**config.mk**
```make
export PLATFORM = sky130hd
export DESIGN_NAME = dxc_ctrl
export DESIGN_NICKNAME = d
export VERILOG_FILES = /design/src/design/dxc_pkg.sv /design/src/design/dxc_ctrl.sv
export SDC_FILE = /design/constraint.sdc
export NUM_CORES = 2
export LEC_CHECK = 0
export BUFFER_PORTS_ARGS = -buffer_cell sky130_fd_sc_hd__buf_2
export CORE_UTILIZATION = 45
export CTS_CLUSTER_SIZE = 28
export DETAILED_ROUTE_END_ITERATION = 10
export PLACE_DENSITY = 0.6
export SYNTH_ARGS = -nofsm -noshare
export SYNTH_HDL_FRONTEND = slang
export SYNTH_SLANG_ARGS = --single-unit
```
**constraint.sdc**
```tcl
create_clock -name aclk -period 7.2 [get_ports aclk]
set_input_delay 2.16 -clock aclk [delete_from_list [all_inputs] [get_ports aclk]]
set_output_delay 2.16 -clock aclk [all_outputs]
set_load 0.05 [all_outputs]
```
**src/design/dxc_pkg.sv**
```systemverilog
// constants and types for the external oscillator-steering and lock-detect block
//------------------------------------------------------------------------------
//------------------------------------------------------------------------------
package dxc_pkg;

	localparam int NOSC = 2;
	localparam int NIN = 4;
	localparam int ADDR_W = 7;
	localparam int FW_W = 42;
	localparam int FW_REG_W = 48;
	localparam int PW_W = 32;
	localparam int CMD_W = 16;
	localparam int TMR_W = 16;

	// register byte addresses
	localparam logic [ADDR_W-1:0] OFS_CTRL = 7'h00;
	localparam logic [ADDR_W-1:0] OFS_STATUS = 7'h04;
	localparam logic [ADDR_W-1:0] OFS_FREQ_LO0 = 7'h08;
	localparam logic [ADDR_W-1:0] OFS_FREQ_HI0 = 7'h0C;
	localparam logic [ADDR_W-1:0] OFS_FREQ_LO1 = 7'h10;
	localparam logic [ADDR_W-1:0] OFS_FREQ_HI1 = 7'h14;
	localparam logic [ADDR_W-1:0] OFS_STEP0 = 7'h18;
	localparam logic [ADDR_W-1:0] OFS_STEP1 = 7'h1C;
	localparam logic [ADDR_W-1:0] OFS_STEP_CMD = 7'h20;
	localparam logic [ADDR_W-1:0] OFS_PHASE = 7'h24;
	localparam logic [ADDR_W-1:0] OFS_PTIMER = 7'h28;
	localparam logic [ADDR_W-1:0] OFS_CH_OFF = 7'h2C;
	localparam logic [ADDR_W-1:0] OFS_IN_OFF0 = 7'h30;
	localparam logic [ADDR_W-1:0] OFS_LOCK_WIN = 7'h40;
	localparam logic [ADDR_W-1:0] OFS_LOCK_TIME = 7'h44;
	localparam logic [ADDR_W-1:0] OFS_SLOPE = 7'h48;

	// control register fields and the step command's decrement bit offset
	localparam int CTRL_MODE_LSB = 0;
	localparam int CTRL_TMR_EN = 2;
	localparam int CTRL_EXP_HOLD = 3;
	localparam int CTRL_SLOPE_EN = 4;
	localparam int CTRL_GPIO_EN = 5;
	localparam int CTRL_GPIO_OSC = 6;
	localparam int CMD_DEC_LSB = 8;

	localparam logic [31:0] CTRL_RST = 32'h0000_0000;
	localparam logic [FW_W-1:0] FW_MAX = 42'h1FF_FFFF_FFFF;
	localparam logic [FW_W-1:0] FW_MIN = 42'h200_0000_0000;

	localparam int CLK_NS = 4;
	localparam int MS_NS = 1000000;
	localparam int MS_CYC = MS_NS / CLK_NS;
	localparam logic [23:0] PS_PER_LSB = 24'h00_0032;
	localparam logic [23:0] BUDGET_MAX = 24'hFF_FFFF;

	localparam logic [1:0] RESP_OKAY = 2'h0;
	localparam logic [1:0] RESP_SLVERR = 2'h2;

	typedef enum logic [1:0] {MODE_FREQ, MODE_PHASE, MODE_CLOSED} dxc_mode_t;

endpackage

```
**src/design/dxc_ctrl.sv**
```systemverilog
// external frequency/phase steering, offset summation and lock detection
//
// Our own choices: the placing of the registers and register access over AXI4-Lite.
`timescale 1ns/100ps
module dxc_ctrl
	import dxc_pkg::*;
#(
	parameter int MS_CYCLES = MS_CYC
)
(
	// clock and reset
	input wire logic aclk,
	input wire logic aresetn,
	// axi4-lite write address and data
	input wire logic awvalid,
	output logic awready,
	input wire logic [ADDR_W-1:0] awaddr,
	input wire logic [2:0] awprot,
	input wire logic wvalid,
	output logic wready,
	input wire logic [31:0] wdata,
	input wire logic [3:0] wstrb,
	// axi4-lite write response
	output logic bvalid,
	input wire logic bready,
	output logic [1:0] bresp,
	// axi4-lite read
	input wire logic arvalid,
	output logic arready,
	input wire logic [ADDR_W-1:0] araddr,
	input wire logic [2:0] arprot,
	output logic rvalid,
	input wire logic rready,
	output logic [31:0] rdata,
	output logic [1:0] rresp,
	// step pins
	input wire logic gpio_inc,
	input wire logic gpio_dec,
	// loop side
	input wire logic [PW_W-1:0] phase_error,
	input wire logic [1:0] ref_sel,
	// outputs to divider and loop filter, holdover and lock status
	output logic [NOSC-1:0][FW_W-1:0] frequency_word,
	output logic divider_bypass,
	output logic [PW_W-1:0] filter_drive,
	output logic [PW_W-1:0] snap_offset,
	output logic snap_strobe,
	output logic holdover,
	output logic lock_int,
	output logic lock
);

//------------------------------------------------------------------------------
// bus slave
//------------------------------------------------------------------------------
	logic aw_hold_q;
	logic w_hold_q;
	logic [ADDR_W-1:0] awaddr_q;
	logic [31:0] wdata_q;
	logic [3:0] wstrb_q;
	logic wr_do;
	logic [31:0] rd_c;
	logic rd_err_c;
	logic wr_err_c;

	assign wr_do = aw_hold_q & w_hold_q & ~bvalid;

	function automatic logic [31:0] merge(input logic [31:0] old, input logic [31:0] nw,
		input logic [3:0] strb);
		logic [31:0] r;
		r = old;
		for (int i = 0; i < 4; i++)
		begin
			if (strb[i])
				r[i*8 +: 8] = nw[i*8 +: 8];
		end
		return r;
	endfunction

	always_ff @(posedge aclk)
	begin
		if (!aresetn)
		begin
			aw_hold_q <= 1'b0;
			awready <= 1'b1;
			awaddr_q <= '0;
		end
		else if (awvalid && awready)
		begin
			aw_hold_q <= 1'b1;
			awready <= 1'b0;
			awaddr_q <= awaddr;
		end
		else if (wr_do)
		begin
			aw_hold_q <= 1'b0;
			awready <= 1'b1;
		end
	end

	always_ff @(posedge aclk)
	begin
		if (!aresetn)
		begin
			w_hold_q <= 1'b0;
			wready <= 1'b1;
			wdata_q <= '0;
			wstrb_q <= '0;
		end
		else if (wvalid && wready)
		begin
			w_hold_q <= 1'b1;
			wready <= 1'b0;
			wdata_q <= wdata;
			wstrb_q <= wstrb;
		end
		else if (wr_do)
		begin
			w_hold_q <= 1'b0;
			wready <= 1'b1;
		end
	end

	always_ff @(posedge aclk)
	begin
		if (!aresetn)
		begin
			bvalid <= 1'b0;
			bresp <= RESP_OKAY;
		end
		else if (wr_do)
		begin
			bvalid <= 1'b1;
			bresp <= wr_err_c ? RESP_SLVERR : RESP_OKAY;
		end
		else if (bready)
			bvalid <= 1'b0;
	end

	always_ff @(posedge aclk)
	begin
		if (!aresetn)
		begin
			arready <= 1'b1;
			rvalid <= 1'b0;
			rdata <= '0;
			rresp <= RESP_OKAY;
		end
		else if (arvalid && arready)
		begin
			arready <= 1'b0;
			rvalid <= 1'b1;
			rdata <= rd_c;
			rresp <= rd_err_c ? RESP_SLVERR : RESP_OKAY;
		end
		else if (rvalid && rready)
		begin
			rvalid <= 1'b0;
			arready <= 1'b1;
		end
	end

//------------------------------------------------------------------------------
// configuration registers
//------------------------------------------------------------------------------
	logic [31:0] ctrl_q;
	logic [NOSC-1:0][31:0] step_q;
	logic [NOSC-1:0][31:0] flo_q;
	logic [NOSC-1:0][FW_W-1:0] fw_q;
	logic [PW_W-1:0] phase_q;
	logic [TMR_W-1:0] ptime_q;
	logic [PW_W-1:0] ch_off_q;
	logic [NIN-1:0][PW_W-1:0] in_off_q;
	logic [31:0] lock_win_q;
	logic [15:0] lock_time_q;
	logic [15:0] slope_q;
	logic tmr_run_q;
	dxc_mode_t mode;

	assign mode = dxc_mode_t'(ctrl_q[CTRL_MODE_LSB +: 2]);

	function automatic logic hit(input logic [ADDR_W-1:0] ofs);
		return wr_do && awaddr_q == ofs;
	endfunction

	always_comb
	begin
		rd_c = '0;
		rd_err_c = 1'b0;
		case (araddr)
			OFS_CTRL: rd_c = ctrl_q;
			OFS_STATUS: rd_c = {28'h000_0000, tmr_run_q, holdover, lock_int, lock};
			OFS_FREQ_LO0: rd_c = fw_q[0][31:0];
			OFS_FREQ_HI0: rd_c = {{22{fw_q[0][FW_W-1]}}, fw_q[0][FW_W-1:32]};
			OFS_FREQ_LO1: rd_c = fw_q[1][31:0];
			OFS_FREQ_HI1: rd_c = {{22{fw_q[1][FW_W-1]}}, fw_q[1][FW_W-1:32]};
			OFS_STEP0: rd_c = step_q[0];
			OFS_STEP1: rd_c = step_q[1];
			OFS_STEP_CMD: rd_c = '0;
			OFS_PHASE: rd_c = phase_q;
			OFS_PTIMER: rd_c = {16'h0000, ptime_q};
			OFS_CH_OFF: rd_c = ch_off_q;
			OFS_IN_OFF0, 7'h34, 7'h38, 7'h3C: rd_c = in_off_q[araddr[3:2]];
			OFS_LOCK_WIN: rd_c = lock_win_q;
			OFS_LOCK_TIME: rd_c = {16'h0000, lock_time_q};
			OFS_SLOPE: rd_c = {16'h0000, slope_q};
			default: rd_err_c = 1'b1;
		endcase
	end

	assign wr_err_c = awaddr_q[1:0] != 2'h0 || awaddr_q > OFS_SLOPE;

	logic [31:0] ptime_m;
	logic [31:0] ltime_m;
	logic [31:0] slope_m;

	// 16-bit fields merged through a full word, then cut back
	assign ptime_m = merge({16'h0000, ptime_q}, wdata_q, wstrb_q);
	assign ltime_m = merge({16'h0000, lock_time_q}, wdata_q, wstrb_q);
	assign slope_m = merge({16'h0000, slope_q}, wdata_q, wstrb_q);

	always_ff @(posedge aclk)
	begin
		if (!aresetn)
		begin
			ctrl_q <= CTRL_RST;
			ptime_q <= '0;
			ch_off_q <= '0;
			lock_win_q <= '0;
			lock_time_q <= '0;
			slope_q <= '0;
		end
		else
		begin
			if (hit(OFS_CTRL))
				ctrl_q <= merge(ctrl_q, wdata_q, wstrb_q);
			if (hit(OFS_PTIMER))
				ptime_q <= ptime_m[15:0];
			if (hit(OFS_CH_OFF))
				ch_off_q <= merge(ch_off_q, wdata_q, wstrb_q);
			if (hit(OFS_LOCK_WIN))
				lock_win_q <= merge(lock_win_q, wdata_q, wstrb_q);
			if (hit(OFS_LOCK_TIME))
				lock_time_q <= ltime_m[15:0];
			if (hit(OFS_SLOPE))
				slope_q <= slope_m[15:0];
		end
	end

	for (genvar i = 0; i < NIN; i++)
	begin : g_in
		always_ff @(posedge aclk)
		begin
			if (!aresetn)
				in_off_q[i] <= '0;
			else if (hit(OFS_IN_OFF0 + 7'(i * 4)))
				in_off_q[i] <= merge(in_off_q[i], wdata_q, wstrb_q);
		end
	end

//------------------------------------------------------------------------------
// millisecond tick and step pins
//------------------------------------------------------------------------------
	logic [17:0] ms_cnt_q;
	logic ms_tick;
	logic [2:0] inc_s_q;
	logic [2:0] dec_s_q;
	logic pin_inc;
	logic pin_dec;
	logic step_wr;

	// a plain net, so the step strobe follows the write qualifier itself
	assign step_wr = wr_do && awaddr_q == OFS_STEP_CMD;
	assign ms_tick = ms_cnt_q == 18'(MS_CYCLES - 1);

	always_ff @(posedge aclk)
	begin
		if (!aresetn)
			ms_cnt_q <= '0;
		else
			ms_cnt_q <= ms_tick ? '0 : ms_cnt_q + 18'h0_0001;
	end

	always_ff @(posedge aclk)
	begin
		if (!aresetn)
		begin
			inc_s_q <= '0;
			dec_s_q <= '0;
		end
		else
		begin
			inc_s_q <= {inc_s_q[1:0], gpio_inc};
			dec_s_q <= {dec_s_q[1:0], gpio_dec};
		end
	end

	assign pin_inc = inc_s_q[1] & ~inc_s_q[2] & ctrl_q[CTRL_GPIO_EN];
	assign pin_dec = dec_s_q[1] & ~dec_s_q[2] & ctrl_q[CTRL_GPIO_EN];

//------------------------------------------------------------------------------
// frequency words per oscillator
//------------------------------------------------------------------------------
	for (genvar i = 0; i < NOSC; i++)
	begin : g_osc
		logic cmd_inc;
		logic cmd_dec;
		logic pin_sel;
		logic up;
		logic dn;
		logic signed [FW_W:0] sum;
		logic [FW_W-1:0] fw_hi;
		logic [31:0] hi_m;

		assign cmd_inc = step_wr && wstrb_q[0] && wdata_q[i];
		assign cmd_dec = step_wr && wstrb_q[1] && wdata_q[CMD_DEC_LSB + i];
		assign pin_sel = ctrl_q[CTRL_GPIO_OSC] == 1'(i);
		assign up = cmd_inc | (pin_inc & pin_sel);
		assign dn = cmd_dec | (pin_dec & pin_sel);
		// only the low 42 bits of the sign-extended word are kept
		assign hi_m = merge({{22{fw_q[i][FW_W-1]}}, fw_q[i][FW_W-1:32]}, wdata_q, wstrb_q);
		assign fw_hi = {hi_m[9:0], flo_q[i]};
		// offset is added as an unsigned magnitude
		assign sum = up ? $signed({fw_q[i][FW_W-1], fw_q[i]}) + $signed({11'h000, step_q[i]})
			: $signed({fw_q[i][FW_W-1], fw_q[i]}) - $signed({11'h000, step_q[i]});

		always_ff @(posedge aclk)
		begin
			if (!aresetn)
			begin
				step_q[i] <= '0;
				flo_q[i] <= '0;
			end
			else
			begin
				if (hit(OFS_STEP0 + 7'(i * 4)))
					step_q[i] <= merge(step_q[i], wdata_q, wstrb_q);
				if (hit(OFS_FREQ_LO0 + 7'(i * 8)))
					flo_q[i] <= merge(flo_q[i], wdata_q, wstrb_q);
			end
		end

		// the low word only stages; the high word commits both at once
		always_ff @(posedge aclk)
		begin
			if (!aresetn)
				fw_q[i] <= '0;
			else if (hit(OFS_FREQ_HI0 + 7'(i * 8)))
				fw_q[i] <= fw_hi;
			else if (up ^ dn)
			begin
				if (sum[FW_W] != sum[FW_W-1])
					fw_q[i] <= sum[FW_W] ? FW_MIN : FW_MAX;
				else
					fw_q[i] <= sum[FW_W-1:0];
			end
		end

		always_ff @(posedge aclk)
		begin
			if (!aresetn)
				frequency_word[i] <= '0;
			else
				frequency_word[i] <= fw_q[i];
		end
	end

//------------------------------------------------------------------------------
// phase word and its expiry timer
//------------------------------------------------------------------------------
	logic [TMR_W-1:0] tmr_q;
	logic expire;

	assign expire = tmr_run_q && ms_tick && tmr_q == 16'h0001;

	always_ff @(posedge aclk)
	begin
		if (!aresetn)
		begin
			tmr_q <= '0;
			tmr_run_q <= 1'b0;
		end
		else if (hit(OFS_PHASE))
		begin
			tmr_q <= ptime_q;
			tmr_run_q <= ctrl_q[CTRL_TMR_EN] && ptime_q != '0;
		end
		else if (expire)
			tmr_run_q <= 1'b0;
		else if (tmr_run_q && ms_tick)
			tmr_q <= tmr_q - 16'h0001;
	end

	// a fresh phase word beats a simultaneous expiry here, but not in the holdover flag below
	always_ff @(posedge aclk)
	begin
		if (!aresetn)
			phase_q <= '0;
		else if (hit(OFS_PHASE))
			phase_q <= merge(phase_q, wdata_q, wstrb_q);
		else if (expire && !ctrl_q[CTRL_EXP_HOLD])
			phase_q <= '0;
	end

	always_ff @(posedge aclk)
	begin
		if (!aresetn)
			holdover <= 1'b0;
		else if (expire && ctrl_q[CTRL_EXP_HOLD])
			holdover <= 1'b1;
		else if (hit(OFS_PHASE))
			holdover <= 1'b0;
	end

//------------------------------------------------------------------------------
// slope-limited phase target and loop filter drive
//------------------------------------------------------------------------------
	logic [PW_W-1:0] applied_q;
	logic [23:0] budget_q;
	logic [24:0] budget_add;
	logic step_ok;
	logic signed [PW_W+1:0] drive_sum;
	logic [PW_W-1:0] drive_c;
	logic [1:0] ref_q;

	// budget in ps, refilled each ms by the cap in ns/s plus one (one ps per ms)
	assign budget_add = {1'b0, budget_q} + (ms_tick ? {9'h000, slope_q} + 25'h00_0001 : '0);
	assign step_ok = budget_q >= PS_PER_LSB;

	always_ff @(posedge aclk)
	begin
		if (!aresetn)
			budget_q <= '0;
		else if (budget_add[24])
			budget_q <= BUDGET_MAX;
		else if (applied_q != phase_q && step_ok)
			budget_q <= budget_add[23:0] - PS_PER_LSB;
		else
			budget_q <= budget_add[23:0];
	end

	always_ff @(posedge aclk)
	begin
		if (!aresetn)
			applied_q <= '0;
		else if (!ctrl_q[CTRL_SLOPE_EN])
			applied_q <= phase_q;
		else if (applied_q != phase_q && step_ok)
			applied_q <= $signed(phase_q) > $signed(applied_q) ? applied_q + 32'h0000_0001
				: applied_q - 32'h0000_0001;
	end

	always_comb
	begin
		drive_sum = '0;
		case (mode)
			MODE_PHASE: drive_sum = $signed({{2{applied_q[PW_W-1]}}, applied_q});
			MODE_CLOSED: drive_sum = $signed({{2{phase_error[PW_W-1]}}, phase_error})
				+ $signed({{2{in_off_q[ref_sel][PW_W-1]}}, in_off_q[ref_sel]})
				+ $signed({{2{ch_off_q[PW_W-1]}}, ch_off_q});
			default: drive_sum = '0;
		endcase
		if (drive_sum > $signed(34'h0_7FFF_FFFF))
			drive_c = 32'h7FFF_FFFF;
		else if (drive_sum < $signed(34'h3_8000_0000))
			drive_c = 32'h8000_0000;
		else
			drive_c = drive_sum[PW_W-1:0];
	end

	always_ff @(posedge aclk)
	begin
		if (!aresetn)
		begin
			filter_drive <= '0;
			divider_bypass <= 1'b1;
			ref_q <= '0;
			snap_offset <= '0;
			snap_strobe <= 1'b0;
		end
		else
		begin
			filter_drive <= drive_c;
			divider_bypass <= mode == MODE_FREQ;
			ref_q <= ref_sel;
			snap_offset <= in_off_q[ref_sel] + ch_off_q;
			// an offset write or a reference change jumps the phase once
			snap_strobe <= hit(OFS_CH_OFF) || ref_q != ref_sel
				|| (wr_do && awaddr_q[6:4] == 3'h3);
		end
	end

//------------------------------------------------------------------------------
// lock detector
//------------------------------------------------------------------------------
	logic [PW_W-1:0] err_abs;
	logic [15:0] lk_cnt_q;

	assign err_abs = phase_error[PW_W-1] ? 32'h0000_0000 - phase_error : phase_error;

	always_ff @(posedge aclk)
	begin
		if (!aresetn)
			lk_cnt_q <= '0;
		else if (err_abs > lock_win_q)
			lk_cnt_q <= '0;
		else if (ms_tick && lk_cnt_q != 16'hFFFF)
			lk_cnt_q <= lk_cnt_q + 16'h0001;
	end

	always_ff @(posedge aclk)
	begin
		if (!aresetn)
		begin
			lock <= 1'b0;
			lock_int <= 1'b0;
		end
		else
		begin
			lock <= err_abs <= lock_win_q && lk_cnt_q >= lock_time_q;
			lock_int <= err_abs <= lock_win_q && lk_cnt_q >= {1'b0, lock_time_q[15:1]};
		end
	end

endmodule

```
==> out/metrics.yaml <==
power_and_ir_drop:
  p_leak_nw: 22.45
  p_per_area_nw_per_um2: 190.4
  ir_worst_vdd_mv: 0.1888
worst_setup_path:
  crit_arrival_ns: 6.92
  rr_startpoint: "bvalid$_SDFFE_PN0P_"
  startpoint: "ref_sel[0]"
  endpoint_kind: "flop"
  cp_data_required_time_ns: 7.69
  crit_fanout: 31
  critical_path_class: "in -> reg"
  startpoint_type: "input port"
logic_synthesis:
  yosysWarnings: 0
  synth-async-reset-ratio_pct: 0
  ys_types: 100
  ys.flop_type: "dfxtp_1"
  ys_seq_area_share_pct: 34.49
  avgSynthCellArea_um2: 8.179
  syn-cell-area_um2: 50380
  synth_area_leader_cell: "dfxtp_1"
  synth_edf_count: 0
  synth.area.top_cells: "dfxtp_1, ha_1, a21oi_1"
  synth_seq_cells: 868
  synthCells: 6159
  synth_top_area_share_pct: 34.49
cts:
  clock_latency_ns: 0.70
  cts_resized: 0
  root_buffer: "clkbuf_16"
  cts_sinks: 868
  cts_tree: "done"
  holdBufCountCts: 0
  htreeDepth: 3
  cts_buffer_depth: 3
  postCtsSetupBuffers: 0
  cts_buffers: 97
  clkTransAtPathRegs_ns: 0.06
sta:
  rsz0062_at_grt: "false"
  final_hold_viol_count: 0
  period_share_pct: 89.32
  drv_slew: 0
  skew_ns: 0.04342
  slew_headroom_pct: 9.584
  tns_ns: 0
  period_minus_slack_ns: 6.431
  tightest_slew_ns: 1.354
  finalSetupViolCount: 0
  max_freq_mhz: 155.5
  holdWs_ns: 0.4369
detailed_routing:
  viasPerCell: 6.236
  ant_nets: 0
  vias: 48900
  drc: 0
  firstDrtPassIters: 10
  drt-total-wl_um: 201500
  detail_route.iter0.violations: 5840
  wire_per_inst_um: 25.69
final_layout:
  finalInstanceArea_um2: 56620
  fill_cells: 10800
  utilization_pct: 51.09
  final_cell_mix: "dfxtp_1, nand2_1, a21oi_1, nand3_1, nor2_1"
  mostFrequentLayoutCell: "dfxtp_1"
  layout-drive-gt1-share_pct: 11.21
  seqCellArea_um2: 17390
  multi_input_area_um2: 30960
  final_nets: 6707
  synthToLayoutAreaGrowth_pct: 12.39
floorplan:
  die_w_um: 336.6
  die_h_um: 336.6
  core_area_um2: 110800
  dieArea_um2: 113300
  io_pins: 293
  rows: 122
  start_util_pct: 45.46
min_path:
  min_from: "inc_s_q[0]$_SDFF_PN0_"
  hold_path_class: "reg -> reg"
global_route:
  antenna_found_initial: 19
  grt_pass1_wl_um: 293800
  grtUsageTotal_pct: 34.54
  grt_max_degree: 196
  first_global_vias: 44690
  grt_overflow: 0
placement:
  io_buffers: 284
  dpl.hpwl_um: 147700
  placed_cell_area_um2: 53310
  globalplace.congestion: 0.9914
run:
  maxCapViolations: 0
status:
  status: "finished, final reports clean"
area by class of cell:
class / count / area share (%)
repair buffers: 415 / 4.413
flip-flops and latches: 868 / 30.72
diodes: 11 / 0.04862
clock inverters: 47 / 0.9701
multi-input cells: 4728 / 54.67
clock buffers: 126 / 4.818
inverters: 159 / 1.067
well taps: 1488 / 3.288
metrics by stage:
step                total power [mW]  std cells  setup WS (ns)
finish                         10.78       7842         0.7687
global route                   11.05       7834         0.3155
CTS                            10.81       7831         0.7083
detailed placement             5.648       7658       0.006319
global placement               5.645       7658        0.06556
floorplan                      5.366       6160         0.4460
path summary, 6_finish.rpt:
| kind | endpoint | slack, ns | cells after the start |
|---|---|---|---|
| setup reg to reg | fw_q[3]$_SDFFE_PN0P_ | 1.02 | 20 |
| hold / removal | inc_s_q[1]$_SDFF_PN0_ | 0.44 | 1 |
| hold reg to reg | inc_s_q[1]$_SDFF_PN0_ | 0.44 | 1 |
| setup / recovery | filter_drive[30]$_SDFF_PN0_ | 0.77 | 17 |
critical path, cell delays in order:
cell and delay [ns]:
buf_2 0.10, buf_12 0.16, buf_4 0.26, mux4_2 0.59, fa_1 0.45, ha_1 0.26, nor3_1 0.18, o211ai_1 0.20
nand4_1 0.15, o221a_2 0.22, a31oi_1 0.16, a211o_1 0.36, a221oi_1 0.31, o21bai_1 0.11, xor2_1 0.18, o21ai_2 0.81
o21ai_0 0.22
cell usage after synthesis (all sizes together) (59+ instances only):
library cell,instances
mux2i,86
xor2,120
a21oi,704
and3,59
clkbuf,367
nor2,389
and2,112
nand2,803
nand3,509
a22oi,67
a21o,113
o21ai,269
dfxtp,868
nor3,62
xnor2,201
mux4,64
inv,159
ha,301
report_power, final:
group / total, mW / leakage, nW / internal [mW] / switching, mW
Combinational: 0.626 / 13.9 / 0.168 / 0.458
Clock: 5.21 / 1.60 / 3.03 / 2.19
Sequential: 4.94 / 7.01 / 4.84 / 0.103
sequential cells by signal, summed over array words and instances, names as in the netlist, 18 cells and up:
| name | count |
|---|---|
| rdata | 32 |
| frequency_word | 84 |
| filter_drive | 32 |
| ms_cnt_q | 18 |
| phase_q | 32 |
| ch_off_q | 32 |
| applied_q | 32 |
| fw_q | 84 |
| ctrl_q | 32 |
| wdata_q | 32 |
| flo_q | 64 |
| budget_q | 24 |
| lock_win_q | 32 |
| in_off_q | 128 |
| snap_offset | 32 |
| step_q | 64 |
layer usage:
| metal | vias to the layer above | GRT usage [%] | wire (um) |
|---|---|---|---|
| met3 | 450 | 7.920 | 23000 |
| met2 | 2634 | 50.95 | 84450 |
| met1 | 23310 | 47.50 | 84020 |
| met4 | 16 | 16.14 | 9891 |
| met5 | - | 0 | 97 |
| li1 | 22500 | - | - |
cell families (layout without fill, tap and decap cells):
| group | count (synthesis) | in the layout | share of synthesized area (%) |
|---|---|---|---|
| xor gates and xnor gates | 321 | 321 | 5.596 |
| AOI/OAI and AO/OA | 1711 | 1711 | 21.64 |
| DFF | 868 | 868 | 34.49 |
| adders and majority gates | 339 | 339 | 8.986 |
| buffers and inverters | 564 | 747 | 4.267 |
| other | 1 | 13 | 0.007444 |
| muxes | 153 | 153 | 4.645 |
| and+or+nand+nor | 2202 | 2202 | 20.37 |
Power figures use the tool's default switching activity.
